[src/crossing_regs.svh]
// register offsets, field positions, reset values for the crossing detector
`ifndef CROSSING_REGS_SVH
`define CROSSING_REGS_SVH

// ----------------------------------------------------------------
// register byte offsets
// ----------------------------------------------------------------
`define CTRL_OFS 4'h0
`define FLAGS_OFS 4'h4
`define ENABLES_OFS 4'h8
`define IRQCTL_OFS 4'hc

// ----------------------------------------------------------------
// field positions
// ----------------------------------------------------------------
`define CTRL_EN_BIT 7
`define CTRL_OUT_BIT 5
`define CTRL_INV_BIT 4
`define CTRL_RISE_BIT 1
`define CTRL_FALL_BIT 0
`define FLAG_BIT 6
`define IRQ_GLOBAL_BIT 7
`define IRQ_PERIPH_BIT 6

// ----------------------------------------------------------------
// reset values and synchroniser depth
// ----------------------------------------------------------------
`define CTRL_RST 8'h00
`define SYNC_STAGES 2

`endif

[src/crossing_pkg.sv]
// types shared by the crossing detector
package crossing_pkg;

  typedef struct packed {
    logic [1:0] sync;
    logic out_prev;
    logic enable;
    logic invert;
    logic rise_en;
    logic fall_en;
    logic flag;
    logic flag_ie;
    logic periph_gate;
    logic global_gate;
    logic ack;
    logic [31:0] rdata;
    logic strap_seen;
  } state_s;

endpackage

[src/zero_crossing_event_logic.sv]
// crossing detector digital logic with wishbone register slave
`timescale 1ns/1ps
`include "crossing_regs.svh"

module zero_crossing_event_logic (
  input wire logic clk_i,
  input wire logic rst_i,
  input wire logic sink_active_i,
  input wire logic detector_default_off_i,
  input wire logic cyc_i,
  input wire logic stb_i,
  input wire logic we_i,
  input wire logic [3:0] adr_i,
  input wire logic [3:0] sel_i,
  input wire logic [31:0] dat_i,
  output logic [31:0] dat_o,
  output logic ack_o,
  output logic detector_enable_o,
  output logic crossing_logic_out_o,
  output logic irq_o,
  output logic wake_o
);

  crossing_pkg::state_s s_r;
  crossing_pkg::state_s s_nxt;
  logic logic_out;
  logic rise_evt;
  logic fall_evt;
  logic req;
  logic wr0;

  // ----------------------------------------------------------------
  // polarity and edge detection
  // ----------------------------------------------------------------

  // polarity adjust acts regardless of enable
  assign logic_out = s_r.sync[1] ^ s_r.invert;
  // two independent detectors on the adjusted output
  assign rise_evt = logic_out & ~s_r.out_prev;
  assign fall_evt = ~logic_out & s_r.out_prev;

  assign req = cyc_i & stb_i & ~s_r.ack;
  // a write commits at the edge where ack stands, with the request still held
  assign wr0 = cyc_i & stb_i & we_i & sel_i[0] & s_r.ack;

  // read mux for one register offset
  function automatic logic [31:0] read_reg(input logic [3:0] a,
                                           input crossing_pkg::state_s st,
                                           input logic lo);
    logic [31:0] v;
    v = 32'h0000_0000;
    unique case (a)
      `CTRL_OFS: begin
        v[`CTRL_EN_BIT] = st.enable;
        v[`CTRL_OUT_BIT] = lo;
        v[`CTRL_INV_BIT] = st.invert;
        v[`CTRL_RISE_BIT] = st.rise_en;
        v[`CTRL_FALL_BIT] = st.fall_en;
      end
      `FLAGS_OFS: v[`FLAG_BIT] = st.flag;
      `ENABLES_OFS: v[`FLAG_BIT] = st.flag_ie;
      `IRQCTL_OFS: begin
        v[`IRQ_GLOBAL_BIT] = st.global_gate;
        v[`IRQ_PERIPH_BIT] = st.periph_gate;
      end
      default: v = 32'h0000_0000;
    endcase
    return v;
  endfunction

  // ----------------------------------------------------------------
  // next state
  // ----------------------------------------------------------------

  // synchroniser, edge history, register writes, sticky flag
  always_comb begin
    s_nxt = s_r;
    s_nxt.sync = {s_r.sync[0], sink_active_i};
    s_nxt.out_prev = logic_out;
    s_nxt.ack = req;
    s_nxt.strap_seen = 1'b1;
    if (!s_r.strap_seen) begin
      s_nxt.enable = ~detector_default_off_i;
    end
    if (req && !we_i) begin
      s_nxt.rdata = read_reg(adr_i, s_r, logic_out);
    end
    if (wr0) begin
      unique case (adr_i)
        `CTRL_OFS: begin
          s_nxt.enable = dat_i[`CTRL_EN_BIT];
          s_nxt.invert = dat_i[`CTRL_INV_BIT];
          s_nxt.rise_en = dat_i[`CTRL_RISE_BIT];
          s_nxt.fall_en = dat_i[`CTRL_FALL_BIT];
        end
        `FLAGS_OFS: begin
          if (dat_i[`FLAG_BIT]) begin
            s_nxt.flag = 1'b0;
          end
        end
        `ENABLES_OFS: s_nxt.flag_ie = dat_i[`FLAG_BIT];
        `IRQCTL_OFS: begin
          s_nxt.global_gate = dat_i[`IRQ_GLOBAL_BIT];
          s_nxt.periph_gate = dat_i[`IRQ_PERIPH_BIT];
        end
        default: s_nxt.flag = s_r.flag;
      endcase
    end
    // set after clear so a coincident edge wins; no clock gating in sleep
    if ((rise_evt && s_r.rise_en) || (fall_evt && s_r.fall_en)) begin
      s_nxt.flag = 1'b1;
    end
  end

  // state register
  always_ff @(posedge clk_i) begin
    if (rst_i) begin
      s_r <= '0;
    end else begin
      s_r <= s_nxt;
    end
  end

  // ----------------------------------------------------------------
  // outputs
  // ----------------------------------------------------------------

  assign dat_o = s_r.rdata;
  assign ack_o = s_r.ack;
  assign detector_enable_o = s_r.enable;
  assign crossing_logic_out_o = logic_out;
  // all three gates plus the flag
  assign irq_o = s_r.flag & s_r.flag_ie & s_r.periph_gate & s_r.global_gate;
  assign wake_o = s_r.flag & s_r.flag_ie;

  // ----------------------------------------------------------------
  // assertions
  // ----------------------------------------------------------------

  a_out_polarity: assert property (@(posedge clk_i) disable iff (rst_i)
    !$past(rst_i) && !$past(rst_i, 2) && !$past(rst_i, 3)
    |-> crossing_logic_out_o == ($past(sink_active_i, 2) ^ s_r.invert))
    else $error("status bit does not follow polarity");

  a_sync_depth: assert property (@(posedge clk_i) disable iff (rst_i)
    $past(rst_i) == 1'b0 ##0 $past(rst_i, 2) == 1'b0 ##0 $past(rst_i, 3) == 1'b0
    |-> s_r.sync[1] == $past(sink_active_i, 2))
    else $error("synchroniser depth wrong");

  a_rise_sets: assert property (@(posedge clk_i) disable iff (rst_i)
    rise_evt && s_r.rise_en |=> s_r.flag)
    else $error("enabled rising edge lost");

  a_fall_sets: assert property (@(posedge clk_i) disable iff (rst_i)
    fall_evt && s_r.fall_en |=> s_r.flag)
    else $error("enabled falling edge lost");

  a_set_wins: assert property (@(posedge clk_i) disable iff (rst_i)
    wr0 && adr_i == `FLAGS_OFS && dat_i[`FLAG_BIT] && rise_evt && s_r.rise_en
    |=> s_r.flag)
    else $error("clear beat coincident edge");

  a_no_spurious: assert property (@(posedge clk_i) disable iff (rst_i)
    !s_r.flag && !(rise_evt && s_r.rise_en) && !(fall_evt && s_r.fall_en)
    |=> !s_r.flag)
    else $error("flag set without enabled edge");

  a_flag_sticky: assert property (@(posedge clk_i) disable iff (rst_i)
    s_r.flag && !(wr0 && adr_i == `FLAGS_OFS && dat_i[`FLAG_BIT]) |=> s_r.flag)
    else $error("flag cleared without software");

  a_irq_gates: assert property (@(posedge clk_i) disable iff (rst_i)
    irq_o |-> s_r.flag && s_r.flag_ie && s_r.periph_gate && s_r.global_gate)
    else $error("interrupt without all gates");

  a_edge_pair: assert property (@(posedge clk_i) disable iff (rst_i)
    !(rise_evt && fall_evt))
    else $error("both detectors fired");

  a_bus_ack: assert property (@(posedge clk_i) disable iff (rst_i)
    req |=> ack_o ##1 !ack_o)
    else $error("ack not one cycle");

  // ----------------------------------------------------------------
  // bus answer checks
  // ----------------------------------------------------------------

  a_ack_cause: assert property (@(posedge clk_i) disable iff (rst_i)
    ack_o
    |-> $past(cyc_i && stb_i && !ack_o))
    else $error("ack without request");

  a_ack_drop: assert property (@(posedge clk_i) disable iff (rst_i)
    ack_o
    |=> !ack_o)
    else $error("ack held too long");

  a_idle_quiet: assert property (@(posedge clk_i) disable iff (rst_i)
    !(cyc_i && stb_i)
    |=> !ack_o)
    else $error("ack while bus idle");

  a_rdata_hold: assert property (@(posedge clk_i) disable iff (rst_i)
    !(req && !we_i)
    |=> $stable(dat_o))
    else $error("read data moved without read");

  a_upper_zero: assert property (@(posedge clk_i) disable iff (rst_i)
    ack_o
    |-> dat_o[31:8] == 24'h00_0000)
    else $error("upper read bits not zero");

  a_unmapped_zero: assert property (@(posedge clk_i) disable iff (rst_i)
    req && !we_i && !(adr_i inside {`CTRL_OFS, `FLAGS_OFS, `ENABLES_OFS, `IRQCTL_OFS})
    |=> dat_o == 32'h0000_0000)
    else $error("unmapped read not zero");

  a_read_status: assert property (@(posedge clk_i) disable iff (rst_i)
    req && !we_i && adr_i == `CTRL_OFS
    |=> dat_o[`CTRL_OUT_BIT] == $past(crossing_logic_out_o))
    else $error("status read differs from output");

  a_read_flag: assert property (@(posedge clk_i) disable iff (rst_i)
    req && !we_i && adr_i == `FLAGS_OFS
    |=> dat_o[`FLAG_BIT] == $past(s_r.flag))
    else $error("flag read differs from flag");

  a_sel_ignored: assert property (@(posedge clk_i) disable iff (rst_i)
    s_r.ack && cyc_i && stb_i && we_i && !sel_i[0]
    |=> $stable({s_r.invert, s_r.rise_en, s_r.fall_en, s_r.flag_ie}))
    else $error("write without byte select landed");

  // ----------------------------------------------------------------
  // register write checks
  // ----------------------------------------------------------------

  a_write_en: assert property (@(posedge clk_i) disable iff (rst_i)
    wr0 && adr_i == `CTRL_OFS
    |=> s_r.enable == $past(dat_i[`CTRL_EN_BIT]))
    else $error("enable write lost");

  a_write_inv: assert property (@(posedge clk_i) disable iff (rst_i)
    wr0 && adr_i == `CTRL_OFS
    |=> s_r.invert == $past(dat_i[`CTRL_INV_BIT]))
    else $error("invert write lost");

  a_write_rise: assert property (@(posedge clk_i) disable iff (rst_i)
    wr0 && adr_i == `CTRL_OFS
    |=> s_r.rise_en == $past(dat_i[`CTRL_RISE_BIT]))
    else $error("rise enable write lost");

  a_write_fall: assert property (@(posedge clk_i) disable iff (rst_i)
    wr0 && adr_i == `CTRL_OFS
    |=> s_r.fall_en == $past(dat_i[`CTRL_FALL_BIT]))
    else $error("fall enable write lost");

  a_inv_hold: assert property (@(posedge clk_i) disable iff (rst_i)
    !(wr0 && adr_i == `CTRL_OFS)
    |=> $stable(s_r.invert))
    else $error("invert changed without write");

  a_edge_en_hold: assert property (@(posedge clk_i) disable iff (rst_i)
    !(wr0 && adr_i == `CTRL_OFS)
    |=> $stable({s_r.rise_en, s_r.fall_en}))
    else $error("edge enables changed without write");

  a_strap_load: assert property (@(posedge clk_i) disable iff (rst_i)
    !s_r.strap_seen
    |=> s_r.enable == !$past(detector_default_off_i))
    else $error("enable default not from strap");

  a_strap_once: assert property (@(posedge clk_i) disable iff (rst_i)
    s_r.strap_seen
    |=> s_r.strap_seen)
    else $error("strap sampled twice");

  a_enable_hold: assert property (@(posedge clk_i) disable iff (rst_i)
    s_r.strap_seen && !(wr0 && adr_i == `CTRL_OFS)
    |=> $stable(s_r.enable))
    else $error("enable changed without write");

  a_write_ie: assert property (@(posedge clk_i) disable iff (rst_i)
    wr0 && adr_i == `ENABLES_OFS
    |=> s_r.flag_ie == $past(dat_i[`FLAG_BIT]))
    else $error("flag enable write lost");

  a_write_gates: assert property (@(posedge clk_i) disable iff (rst_i)
    wr0 && adr_i == `IRQCTL_OFS
    |=> {s_r.global_gate, s_r.periph_gate} == $past({dat_i[`IRQ_GLOBAL_BIT], dat_i[`IRQ_PERIPH_BIT]}))
    else $error("gate write lost");

  a_gates_hold: assert property (@(posedge clk_i) disable iff (rst_i)
    !(wr0 && adr_i inside {`ENABLES_OFS, `IRQCTL_OFS})
    |=> $stable({s_r.flag_ie, s_r.global_gate, s_r.periph_gate}))
    else $error("gates changed without write");

  // ----------------------------------------------------------------
  // event and interrupt checks
  // ----------------------------------------------------------------

  a_sync_first: assert property (@(posedge clk_i) disable iff (rst_i)
    !$past(rst_i)
    |-> s_r.sync[0] == $past(sink_active_i))
    else $error("first sync stage wrong");

  a_prev_tracks: assert property (@(posedge clk_i) disable iff (rst_i)
    !$past(rst_i)
    |-> s_r.out_prev == $past(crossing_logic_out_o))
    else $error("edge history not the adjusted output");

  a_rise_gated: assert property (@(posedge clk_i) disable iff (rst_i)
    !s_r.flag && rise_evt && !s_r.rise_en
    |=> !s_r.flag)
    else $error("disabled rising edge set flag");

  a_fall_gated: assert property (@(posedge clk_i) disable iff (rst_i)
    !s_r.flag && fall_evt && !s_r.fall_en
    |=> !s_r.flag)
    else $error("disabled falling edge set flag");

  a_enable_free: assert property (@(posedge clk_i) disable iff (rst_i)
    !s_r.enable && fall_evt && s_r.fall_en
    |=> s_r.flag)
    else $error("detection gated by enable");

  a_flag_clears: assert property (@(posedge clk_i) disable iff (rst_i)
    s_r.flag && wr0 && adr_i == `FLAGS_OFS && dat_i[`FLAG_BIT] && !rise_evt && !fall_evt
    |=> !s_r.flag)
    else $error("flag clear ignored");

  a_irq_follows: assert property (@(posedge clk_i) disable iff (rst_i)
    s_r.flag && s_r.flag_ie && s_r.periph_gate && s_r.global_gate
    |-> irq_o)
    else $error("interrupt missing");

  a_irq_global: assert property (@(posedge clk_i) disable iff (rst_i)
    !s_r.global_gate || !s_r.periph_gate
    |-> !irq_o)
    else $error("interrupt through closed gate");

  a_wake_flag: assert property (@(posedge clk_i) disable iff (rst_i)
    s_r.flag && s_r.flag_ie
    |-> wake_o)
    else $error("wake missing");

  a_wake_needs: assert property (@(posedge clk_i) disable iff (rst_i)
    wake_o
    |-> s_r.flag && s_r.flag_ie)
    else $error("wake without enabled flag");

endmodule

[config.mk]
export PLATFORM = sky130hd
export DESIGN_NAME = zero_crossing_event_logic
export DESIGN_NICKNAME = d
export VERILOG_FILES = /design/src/crossing_pkg.sv /design/src/zero_crossing_event_logic.sv
export VERILOG_INCLUDE_DIRS = /design/src
export SDC_FILE = /design/constraint.sdc
export NUM_CORES = 1
export LEC_CHECK = 0
export BUFFER_PORTS_ARGS = -buffer_cell sky130_fd_sc_hd__buf_2
export CORE_MARGIN = 4
export CORE_UTILIZATION = 40
export CTS_BUF_LIST = sky130_fd_sc_hd__clkbuf_16
export CTS_CLUSTER_DIAMETER = 200
export DETAILED_ROUTE_END_ITERATION = 6
export GPL_ROUTABILITY_DRIVEN = 0
export PLACE_DENSITY = 0.76
export SLEW_MARGIN = 20
export SYNTH_ARGS = -nofsm -noshare
export SYNTH_HDL_FRONTEND = slang
export SYNTH_SLANG_ARGS = --single-unit
[constraint.sdc]
create_clock -name clk_i -period 2.9 [get_ports clk_i]
set_input_delay 0.145 -clock clk_i [delete_from_list [all_inputs] [get_ports clk_i]]
set_output_delay 0.145 -clock clk_i [all_outputs]
set_load 0.005 [all_outputs]
== Word-level counts from Yosys, hierarchy flattened ==
Cells that the tools add are included.

* Input port bits: 47
* Bits in registers: 19
* Word-level logic and storage cells: 57
* Output and inout port bits: 37

* Reductions and logical operators: 13
* Equality and inequality tests: 3
* Bitwise gates (word level): 15
* Multiplexer cells: 13

{| class="wikitable"
|+ Operator list
! operator !! count
|-
| 1-bit AND || 10
|-
| 4-bit == test (second input constant) || 2
|-
| 8-bit 2-to-1 mux || 1
|-
| 1-bit 2-to-1 mux || 6
|-
| 2-bit 2-to-1 mux || 3
|-
| 2-bit AND reduction || 3
|-
| 2-bit nonzero test || 3
|-
| 4-bit by 3-bit == test with 1-bit output (second input constant) || 1
|-
| 4-bit logical NOT || 1
|-
| 4-bit 2-to-1 mux || 1
|-
| 1-bit NOT || 4
|-
| 1-bit logical AND || 3
|-
| 1-bit case mux with 3 select lines || 1
|-
| 3-bit AND reduction || 1
|-
| 1-bit case mux with 2 select lines || 1
|-
| 1-bit logical NOT || 1
|-
| 1-bit logical OR || 1
|-
| 1-bit bitwise XOR || 1
|}

== Longest topological paths before layout ==
Gate-level depths: netlist of run 1.

* Depth in word-level cells: 7
* Depth in mapped cells: 4
* Mapped depth without buffers: 3

== Least setup slack after synthesis of run 1 ==
Ideal clock, no wire load.

* Path kind: input -> register
* From: input port adr_i[2]
* To: register s_r[38] in the netlist's numbering
* Data required time: 2,768 ps
* Buffers on the path: 1
* Setup slack: 1,737 ps
* Data arrival time: 1,031 ps
* Cell stages on the path: 4
* Library setup time: 132 ps
* Cells stage by stage: buf_2 -> or4_4 -> o31ai_1 -> a21oi_1

* Word-level cells in the longest chain between the ends: 2

{| class="wikitable"
|+ Ends and longest elaborated chain
! element !! line !! RTL
|-
| start: declaration || zero_crossing_event_logic.sv:13 || <nowiki>input wire logic [3:0] adr_i,</nowiki>
|-
| 4-bit logical NOT || zero_crossing_event_logic.sv:89 || <nowiki>unique case (adr_i)</nowiki>
|-
| 2-bit AND reduction (no line) || n/a ||
|-
| end signal: assignment || zero_crossing_event_logic.sv:120 || <nowiki>s_r <= s_nxt;</nowiki>
|-
| end: declaration || zero_crossing_event_logic.sv:24 || <nowiki>crossing_pkg::state_s s_r;</nowiki>
|}

No other way between the ends.
A chain may end at the register's enable or synchronous reset.

== Final worst setup path of run 1 ==
* From: register s_r, in the netlist ack_o
* To: register s_r[37] in the netlist's numbering

* Word-level cells in the longest chain between the ends: 3

{| class="wikitable"
|+ Ends and longest elaborated chain
! element !! line !! RTL
|-
| 1-bit AND || zero_crossing_event_logic.sv:44 || <nowiki>assign wr0 = cyc_i & stb_i & we_i & sel_i[0] & s_r.ack;</nowiki>
|-
| 2-bit nonzero test (no line) || n/a ||
|-
| 3-bit AND reduction (no line) || n/a ||
|}

No other way between the ends.

==> results of run 1 <==
-- synth_stat cells --
cell type	count
nand3b_1	2
inv_1	2
nand2_1	8
a31oi_1	1
xor2_1	1
and3_1	2
nor4_4	1
o31ai_1	3
and3b_2	1
buf_4	32
mux2i_1	1
nor2_1	2
and4bb_2	2
o21ai_0	1
nor3_1	1
a31o_2	1
nand4bb_1	1
or4_4	1
conb_1	1
nand4_1	7
and2_1	6
a21oi_1	11
nor2b_1	3
mux2_2	1
dfxtp_1	19
clkbuf_1	4
a22oi_1	1
o41ai_1	5
buf_2	1
nand3_1	7
or2_2	2
-- per-stage QoR --
stage                     total power, mW  setup slack, ns
after CTS                           0.605             1.64
after global routing                0.623             1.51
after detailed placement            0.325             1.59
final                               0.599             1.65
after floorplan                     0.328             1.74
after global placement              0.324             1.61
-- kinds of logic after synthesis --
logic type / count (synthesis)
other: 1
AOI/OAI and AO/OA: 23
muxes: 2
and+or+nand+nor: 46
xor gates and xnor gates: 1
DFF: 19
buffers and inverters: 39
-- sequential cells by signal, summed over array words and instances, names as in the netlist --
| register | cells |
|---|---|
| detector_enable_o | 1 |
| s_r | 10 |
| ack_o | 1 |
| s_nxt | 1 |
| dat_o | 6 |
-- final timing paths --
| path | end | slack (ns) | depth (start not counted) |
|---|---|---|---|
| worst min register to register | s_r[44] | 0.44 | 1 |
| worst max-delay path | s_r[37] | 1.65 | 3 |
| worst max register to register | s_r[37] | 1.65 | 3 |
| worst min-delay path | s_nxt[44] | 0.10 | 2 |
-- cell type report --
cell class | count | share of cell area, %
clock buffers | 3 | 6.19
clock inverters | 1 | 0.412
inverters | 2 | 0.619
multi-input cells | 98 | 47.2
flip-flops and latches | 19 | 31.3
well taps | 30 | 3.09
repair buffers | 27 | 11.1
-- power groups by stage --
stage	logic (mW)	registers [mW]	clock network [mW]
after detailed placement	0.0520	0.273	0
after floorplan	0.0559	0.272	0
final	0.0533	0.267	0.278
after global placement	0.0511	0.273	0
after global routing	0.0606	0.268	0.295
after CTS	0.0522	0.267	0.286
-- per-layer routing --
metal	wire length [um]	up-vias	global-route usage, %
met5	0	-	0
met4	10	0	2.48
met3	174	2	4.19
met2	1170	32	21.3
met1	935	415	14.0
li1	-	444	-
==> impl_metrics.py, run 1 <==
metrics = {
    "global_routing": {
        "grt_pass1_vias": 791,
        "grt.total_usage_pct": 12.0,
        "grt_max_degree": 18,
        "gr-total-overflow": 0,
        "grt_pass1_wl_um": 3370,
        "antenna_found_initial": 0,
    },
    "cts": {
        "cts_tree": "done",
        "cts_max_level": 1,
        "numCtsBuffers": 3,
        "post_cts.repair.setup_buffers": 0,
        "clock_latency_ns": 0.25,
        "root_buffer": "clkbuf_16",
        "numClockSinks": 19,
        "cts_max_path_buffers": 2,
        "hold_buffers": 0,
        "cts_resized": 0,
        "path_clk_slew_ns": 0.05,
    },
    "layout": {
        "seq_area_um2": 380,
        "area_growth_pct": 7.66,
        "drive_gt1_share_pct": 26.7,
        "nets": 198,
        "stdcell_area_um2": 1210,
        "utilization_pct": 46.9,
        "stdcell_count": 180,
        "multi_input_area_um2": 573,
        "final_cell_mix": "buf_2, conb_1, dfxtp_1",
        "fillerInstances": 273,
        "layout.cells.most_common": "buf_2",
        "antenna_cells_inserted": 0,
    },
    "flow_run": {
        "cap_violations": 0,
    },
    "yosys": {
        "synth_fa_ha_area_share_pct": 0,
        "synth_top_family_by_area": "simple AND/OR/NAND/NOR gates",
        "synthCells": 131,
        "synth_top_area_share_pct": 33.7,
        "synth_mux_area_share_pct": 1.89,
        "synth-warning-count": 0,
        "synth_top_cells_by_area": "dfxtp_1, buf_4, a21oi_1",
        "synth.avg_cell_area_um2": 8.61,
        "yosysTopAreaCell": "dfxtp_1",
        "synth-seq-cells": 19,
        "synth-simple-area-share_pct": 26.3,
        "synth-compound-area-share_pct": 13.2,
        "yosysSeqAreaShare_pct": 33.7,
        "netlist_area_um2": 1130,
        "synth_xor_area_share_pct": 0.777,
        "synth.distinct_cells": 31,
    },
    "worst_setup_path": {
        "worstSetupStartpoint": "ack_o",
        "critPathKind": "reg2reg",
        "worstPathRequired_ns": 3.02,
        "crit_family": "compound AO/OA/AOI/OAI gates",
        "slowest_delay_ns": 0.40,
        "worstReg2RegStart": "ack_o",
        "critPathBufInv": 0,
        "cp-start-kind": "flop",
        "cp_slowest_cell": "dfxtp_1",
        "path_cells": "nand3_1 > o41ai_1 > a31oi_1",
        "crit_fanout": 7,
        "cp.arrival_ns": 1.38,
        "end_kind": "flop",
    },
    "pwr": {
        "ir_drop_v": 0.000566,
        "power.internal_mw": 0.467,
        "p_comb_share_pct": 8.9,
        "sw_frac_of_total_pct": 22.0,
        "power.density_nw_per_um2": 494,
        "power_switching_mw": 0.132,
        "p_leak_nw": 0.536,
        "pwr-share-seq_pct": 44.6,
        "pwr-share-clk_pct": 46.5,
    },
    "placement": {
        "dp_cells": 176,
        "placement.cell_area_um2": 1130,
        "dp_hpwl_um": 1850,
        "io_buffers": 27,
    },
    "die": {
        "core_um2": 2590,
        "initial_core_util_pct": 43.5,
        "die_x_um": 61.1,
        "die_area_um2": 3730,
        "rows": 18,
        "io_pins": 84,
        "die_y_um": 61.1,
    },
    "sta": {
        "maxSlewViolCount": 0,
        "rsz0062_at_grt": "false",
        "final.setup_skew_ns": 0.00252,
        "setup_viol": 0,
        "hold_ws_ns": 0.105,
        "hold_viol": 0,
        "fmax_mhz": 799,
        "final.setup.tns_ns": 0,
        "post-route-min-period_ns": 1.25,
        "post-route-period-util_pct": 43.2,
    },
    "route": {
        "wl_um": 2290,
        "vias_per_cell": 4.96,
        "num_vias": 893,
        "ant_nets": 0,
        "dr.pass1.iters": 4,
        "wl_per_cell_um": 12.7,
        "drc": 0,
        "drt_iter0_markers": 26,
    },
    "status": {
        "status": "finished clean",
    },
    "min_path": {
        "hold_start": "sink_active_i",
        "holdCritPathClass": "in2reg",
    },
}
Power figures use the tool's default switching activity.
==> run 2, diff against run 1 <==
==> constraint.sdc (replaced) <==
create_clock -name clk_i -period 1.23 [get_ports clk_i]
set_input_delay 0.0615 -clock clk_i [delete_from_list [all_inputs] [get_ports clk_i]]
set_output_delay 0.0615 -clock clk_i [all_outputs]
set_load 0.005 [all_outputs]
==> impl_metrics.py, run 2 (same netlist as run 1, synthesis figures left out) <==
metrics = {
    "cts": {
        "root_buffer": "clkbuf_16",
        "numClockSinks": 19,
        "clock_latency_ns": 0.25,
        "cts_max_level": 1,
        "numCtsBuffers": 3,
        "cts_tree": "done",
        "cts_max_path_buffers": 2,
        "hold_buffers": 0,
        "cts_resized": 0,
        "post_cts.repair.setup_buffers": 0,
        "path_clk_slew_ns": 0.05,
    },
    "die": {
        "initial_core_util_pct": 43.5,
        "die_y_um": 61.1,
        "die_area_um2": 3730,
        "core_um2": 2590,
        "io_pins": 84,
        "die_x_um": 61.1,
        "rows": 18,
    },
    "route": {
        "num_vias": 914,
        "vias_per_cell": 4.94,
        "dr.pass1.iters": 4,
        "drt_iter0_markers": 13,
        "ant_nets": 0,
        "wl_um": 2380,
        "drc": 0,
        "wl_per_cell_um": 12.8,
    },
    "global_routing": {
        "grt_max_degree": 18,
        "grt.total_usage_pct": 12.5,
        "grt_pass1_vias": 827,
        "antenna_found_initial": 0,
        "gr-total-overflow": 0,
        "grt_pass1_wl_um": 3440,
    },
    "layout": {
        "utilization_pct": 48.9,
        "area_growth_pct": 12.3,
        "layout.cells.most_common": "buf_2",
        "stdcell_count": 185,
        "fillerInstances": 251,
        "largest_register_ff_count": 10,
        "drive_gt1_share_pct": 30.3,
        "antenna_cells_inserted": 0,
        "nets": 203,
        "final_cell_mix": "buf_2, conb_1, dfxtp_1",
        "top_register": "s_r",
    },
    "worst_setup_path": {
        "worstReg2RegStart": "ack_o",
        "critPathKind": "reg2reg",
        "worstPathRequired_ns": 1.36,
        "cp.arrival_ns": 1.27,
        "reg2reg_depth": 4,
        "cp-start-kind": "flop",
        "end_kind": "flop",
        "rr_endpoint": "s_r[36]",
        "r2r_setup_slack_ns": 0.09,
        "crit_fanout": 7,
    },
    "sta": {
        "post-route-min-period_ns": 1.14,
        "post-route-period-util_pct": 92.8,
        "setup_ws_ns": 0.0887,
        "maxSlewViolCount": 0,
        "fmax_mhz": 876,
        "setup_viol": 0,
        "final.setup_skew_ns": 0.00271,
        "rsz0062_at_grt": "false",
        "hold_viol": 0,
    },
    "status": {
        "status": "finished clean",
    },
    "min_path": {
        "holdPathStages": 2,
        "holdCritPathClass": "in2reg",
        "holdPathEnd": "s_nxt[44]",
        "hold_start": "sink_active_i",
    },
    "pwr": {
        "power.density_nw_per_um2": 1130,
        "p_leak_nw": 0.560,
        "ir_drop_v": 0.00110,
        "total_power_mw": 1.43,
    },
    "placement": {
        "dp_cells": 181,
        "pre_cts_ws_ns": -0.00552,
        "dp_hpwl_um": 1860,
        "io_buffers": 27,
    },
    "flow_run": {
        "cap_violations": 0,
    },
}
## run 2: worst max-delay path by stage
stage | from | endpoint | cells after the start
after global placement | adr_i[1] | s_r[38] | 4
after CTS | s_r[40] | crossing_logic_out_o | 2
after global routing | ack_o | dat_o[6] | 2
after floorplan | ack_o | s_r[37] | 3
after detailed placement | adr_i[1] | s_r[39] | 4
final | ack_o | s_r[36] | 4
## run 2: where the power goes
group	switching, mW	internal, mW
combinational	0.0882	0.0490
clock	0.229	0.436
sequential	0.00431	0.625
## run 2: worst max-delay path: stages, from the launching register on
cell     delay (ns)
dfxtp_1        0.34
buf_4          0.13
and3_1         0.30
a31o_2         0.20
a21oi_1        0.05
## run 2: per-stage QoR
stage / TNS, ns / hold slack (ns) / instance area [um2]
finish: 0 / 0.0208 / 1270
global placement: 0 / 0.282 / 1170
floorplan: 0 / 0.190 / 1220
detailed placement: -0.00911 / 0.288 / 1170
CTS: 0 / 0.0285 / 1250
global route: 0 / 0.0418 / 1270
## run 2: per-layer routing
metal | vias to the layer above | global-route usage [%] | part of all wire [%] | wire length [um]
li1 | 457 | - | - | -
met1 | 420 | 14.9 | 42 | 1000
met2 | 32 | 20.1 | 50 | 1180
met3 | 5 | 4.19 | 6.8 | 162
met4 | 0 | 5.88 | 1.3 | 31
met5 | - | 0 | 0 | 0
## run 2: area by class of cell
class                   instances  area, um2  area share [%]
clock buffers                   3       75.1            5.93
clock inverters                 1       5.00           0.395
inverters                       2       7.51           0.593
multi-input cells              98        588            46.4
flip-flops and latches         19        380            30.0
well taps                      30       37.5            2.96
repair buffers                 32        173            13.6
==> run 3, diff against run 2 <==
--- a/config.mk
+++ b/config.mk
@@ -7,6 +7,7 @@
 export NUM_CORES = 1
 export LEC_CHECK = 0
 export BUFFER_PORTS_ARGS = -buffer_cell sky130_fd_sc_hd__buf_2
+export CORE_ASPECT_RATIO = 0.6
 export CORE_MARGIN = 4
 export CORE_UTILIZATION = 40
 export CTS_BUF_LIST = sky130_fd_sc_hd__clkbuf_16
==> impl_metrics.py, run 3 (same netlist as run 1, synthesis figures left out) <==
metrics = {
    "status": {
        "status": "finished clean",
    },
    "layout": {
        "layout.cells.most_common": "buf_2",
        "drive_gt1_share_pct": 31.4,
        "final_cell_mix": "buf_2, conb_1, dfxtp_1",
        "largest_register_ff_count": 10,
        "nets": 204,
        "area_growth_pct": 13.7,
        "top_register": "s_r",
        "antenna_cells_inserted": 0,
        "utilization_pct": 49.4,
    },
    "worst_setup_path": {
        "crit_fanout": 5,
        "path_cells": "xor2_1 > buf_2",
        "end_kind": "output port",
        "slowest_delay_ns": 0.36,
        "cp-start-kind": "flop",
        "critPathKind": "reg2out",
        "worstPathRequired_ns": 1.17,
        "cp.arrival_ns": 1.10,
        "cp_slowest_cell": "dfxtp_1",
    },
    "route": {
        "wl_per_cell_um": 14.4,
        "drc": 0,
        "ant_nets": 0,
        "vias_per_cell": 5.21,
        "num_vias": 979,
        "wl_um": 2710,
        "dr.pass1.iters": 4,
        "drt_iter0_markers": 48,
    },
    "global_routing": {
        "antenna_found_initial": 0,
        "grt_pass1_wl_um": 4180,
        "grt.total_usage_pct": 14.1,
        "grt_max_degree": 12,
        "grt_pass1_vias": 919,
        "gr-total-overflow": 0,
    },
    "placement": {
        "io_buffers": 27,
        "dp_hpwl_um": 2160,
    },
    "die": {
        "die_y_um": 49.1,
        "die_area_um2": 3760,
        "io_pins": 84,
        "die_x_um": 76.5,
        "initial_core_util_pct": 43.5,
        "core_um2": 2590,
        "rows": 14,
    },
    "cts": {
        "cts_resized": 1,
        "path_clk_slew_ns": 0.05,
        "numCtsBuffers": 3,
        "post_cts.repair.setup_buffers": 0,
        "cts_tree": "done",
        "cts_max_path_buffers": 2,
        "cts_max_level": 1,
        "root_buffer": "clkbuf_16",
        "clock_latency_ns": 0.25,
        "hold_buffers": 0,
        "numClockSinks": 19,
    },
    "sta": {
        "setup_viol": 0,
        "hold_ws_ns": 0.0296,
        "fmax_mhz": 862,
        "maxSlewViolCount": 0,
        "rsz0062_at_grt": "false",
        "post-route-period-util_pct": 94.3,
        "post-route-min-period_ns": 1.16,
        "final.setup_skew_ns": 0.000821,
        "hold_viol": 0,
    },
    "pwr": {
        "ir_drop_v": 0.000444,
        "p_leak_nw": 0.567,
        "power.density_nw_per_um2": 1120,
    },
    "min_path": {
        "holdCritPathClass": "in2reg",
    },
    "flow_run": {
        "cap_violations": 0,
    },
}
[run 3: changes by cell type in the layout (fill, tap and decap cells not counted), sizes merged]
cell,change
buf,+1
clkinv,-1
inv,+1
[run 3: per-stage QoR]
| stage | setup TNS [ns] | instance area, um2 | cells | setup WS [ns] | power [mW] |
|---|---|---|---|---|---|
| final | 0 | 1280 | 188 | 0.0705 | 1.43 |
| after global routing | 0 | 1280 | 188 | 0.0164 | 1.48 |
| after CTS | 0 | 1270 | 188 | 0.00627 | 1.43 |
| after detailed placement | -0.0676 | 1180 | 184 | -0.0435 | 0.779 |
| after global placement | 0 | 1180 | 184 | 0.0244 | 0.774 |
| after floorplan | 0 | 1220 | 156 | 0.128 | 0.774 |
[run 3: cell type report]
cell class	instances	area, um2
Clock buffer	3	75.1
Fill cell	252	1310
Multi-Input combinational cell	98	593
Tap cell	32	40.0
Clock inverter	1	3.75
Timing Repair Buffer	33	180
Sequential cell	19	382
Inverter	2	7.51
[run 3: critical path, delay by kind of cell (launching register included)]
kind	cells	cell delay, ns
xor gates and xnor gates	1	0.30
DFF	1	0.36
buffers and inverters	1	0.18
[run 3: worst paths after layout]
kind / depth (start not counted) / to / startpoint / slack (ns)
max: 2 / crossing_logic_out_o / s_r[40] / 0.07
min: 2 / s_nxt[44] / sink_active_i / 0.03
max reg2reg: 4 / s_r[39] / ack_o / 0.10
min reg2reg: 1 / s_r[44] / s_nxt[44] / 0.44
[run 3: where the power goes]
| group | switching [mW] | internal [mW] |
|---|---|---|
| combinational | 0.0932 | 0.0509 |
| sequential | 0.00566 | 0.625 |
| clock | 0.227 | 0.432 |
| total | 0.325 | 1.11 |
[run 3: layer usage]
metal  up-vias  track usage, %  wire length (um)
li1        457               -                 -
met1       454            17.2              1120
met2        56            22.0              1270
met3        12            5.35               273
met4         0            6.33                46
met5         -               0                 0
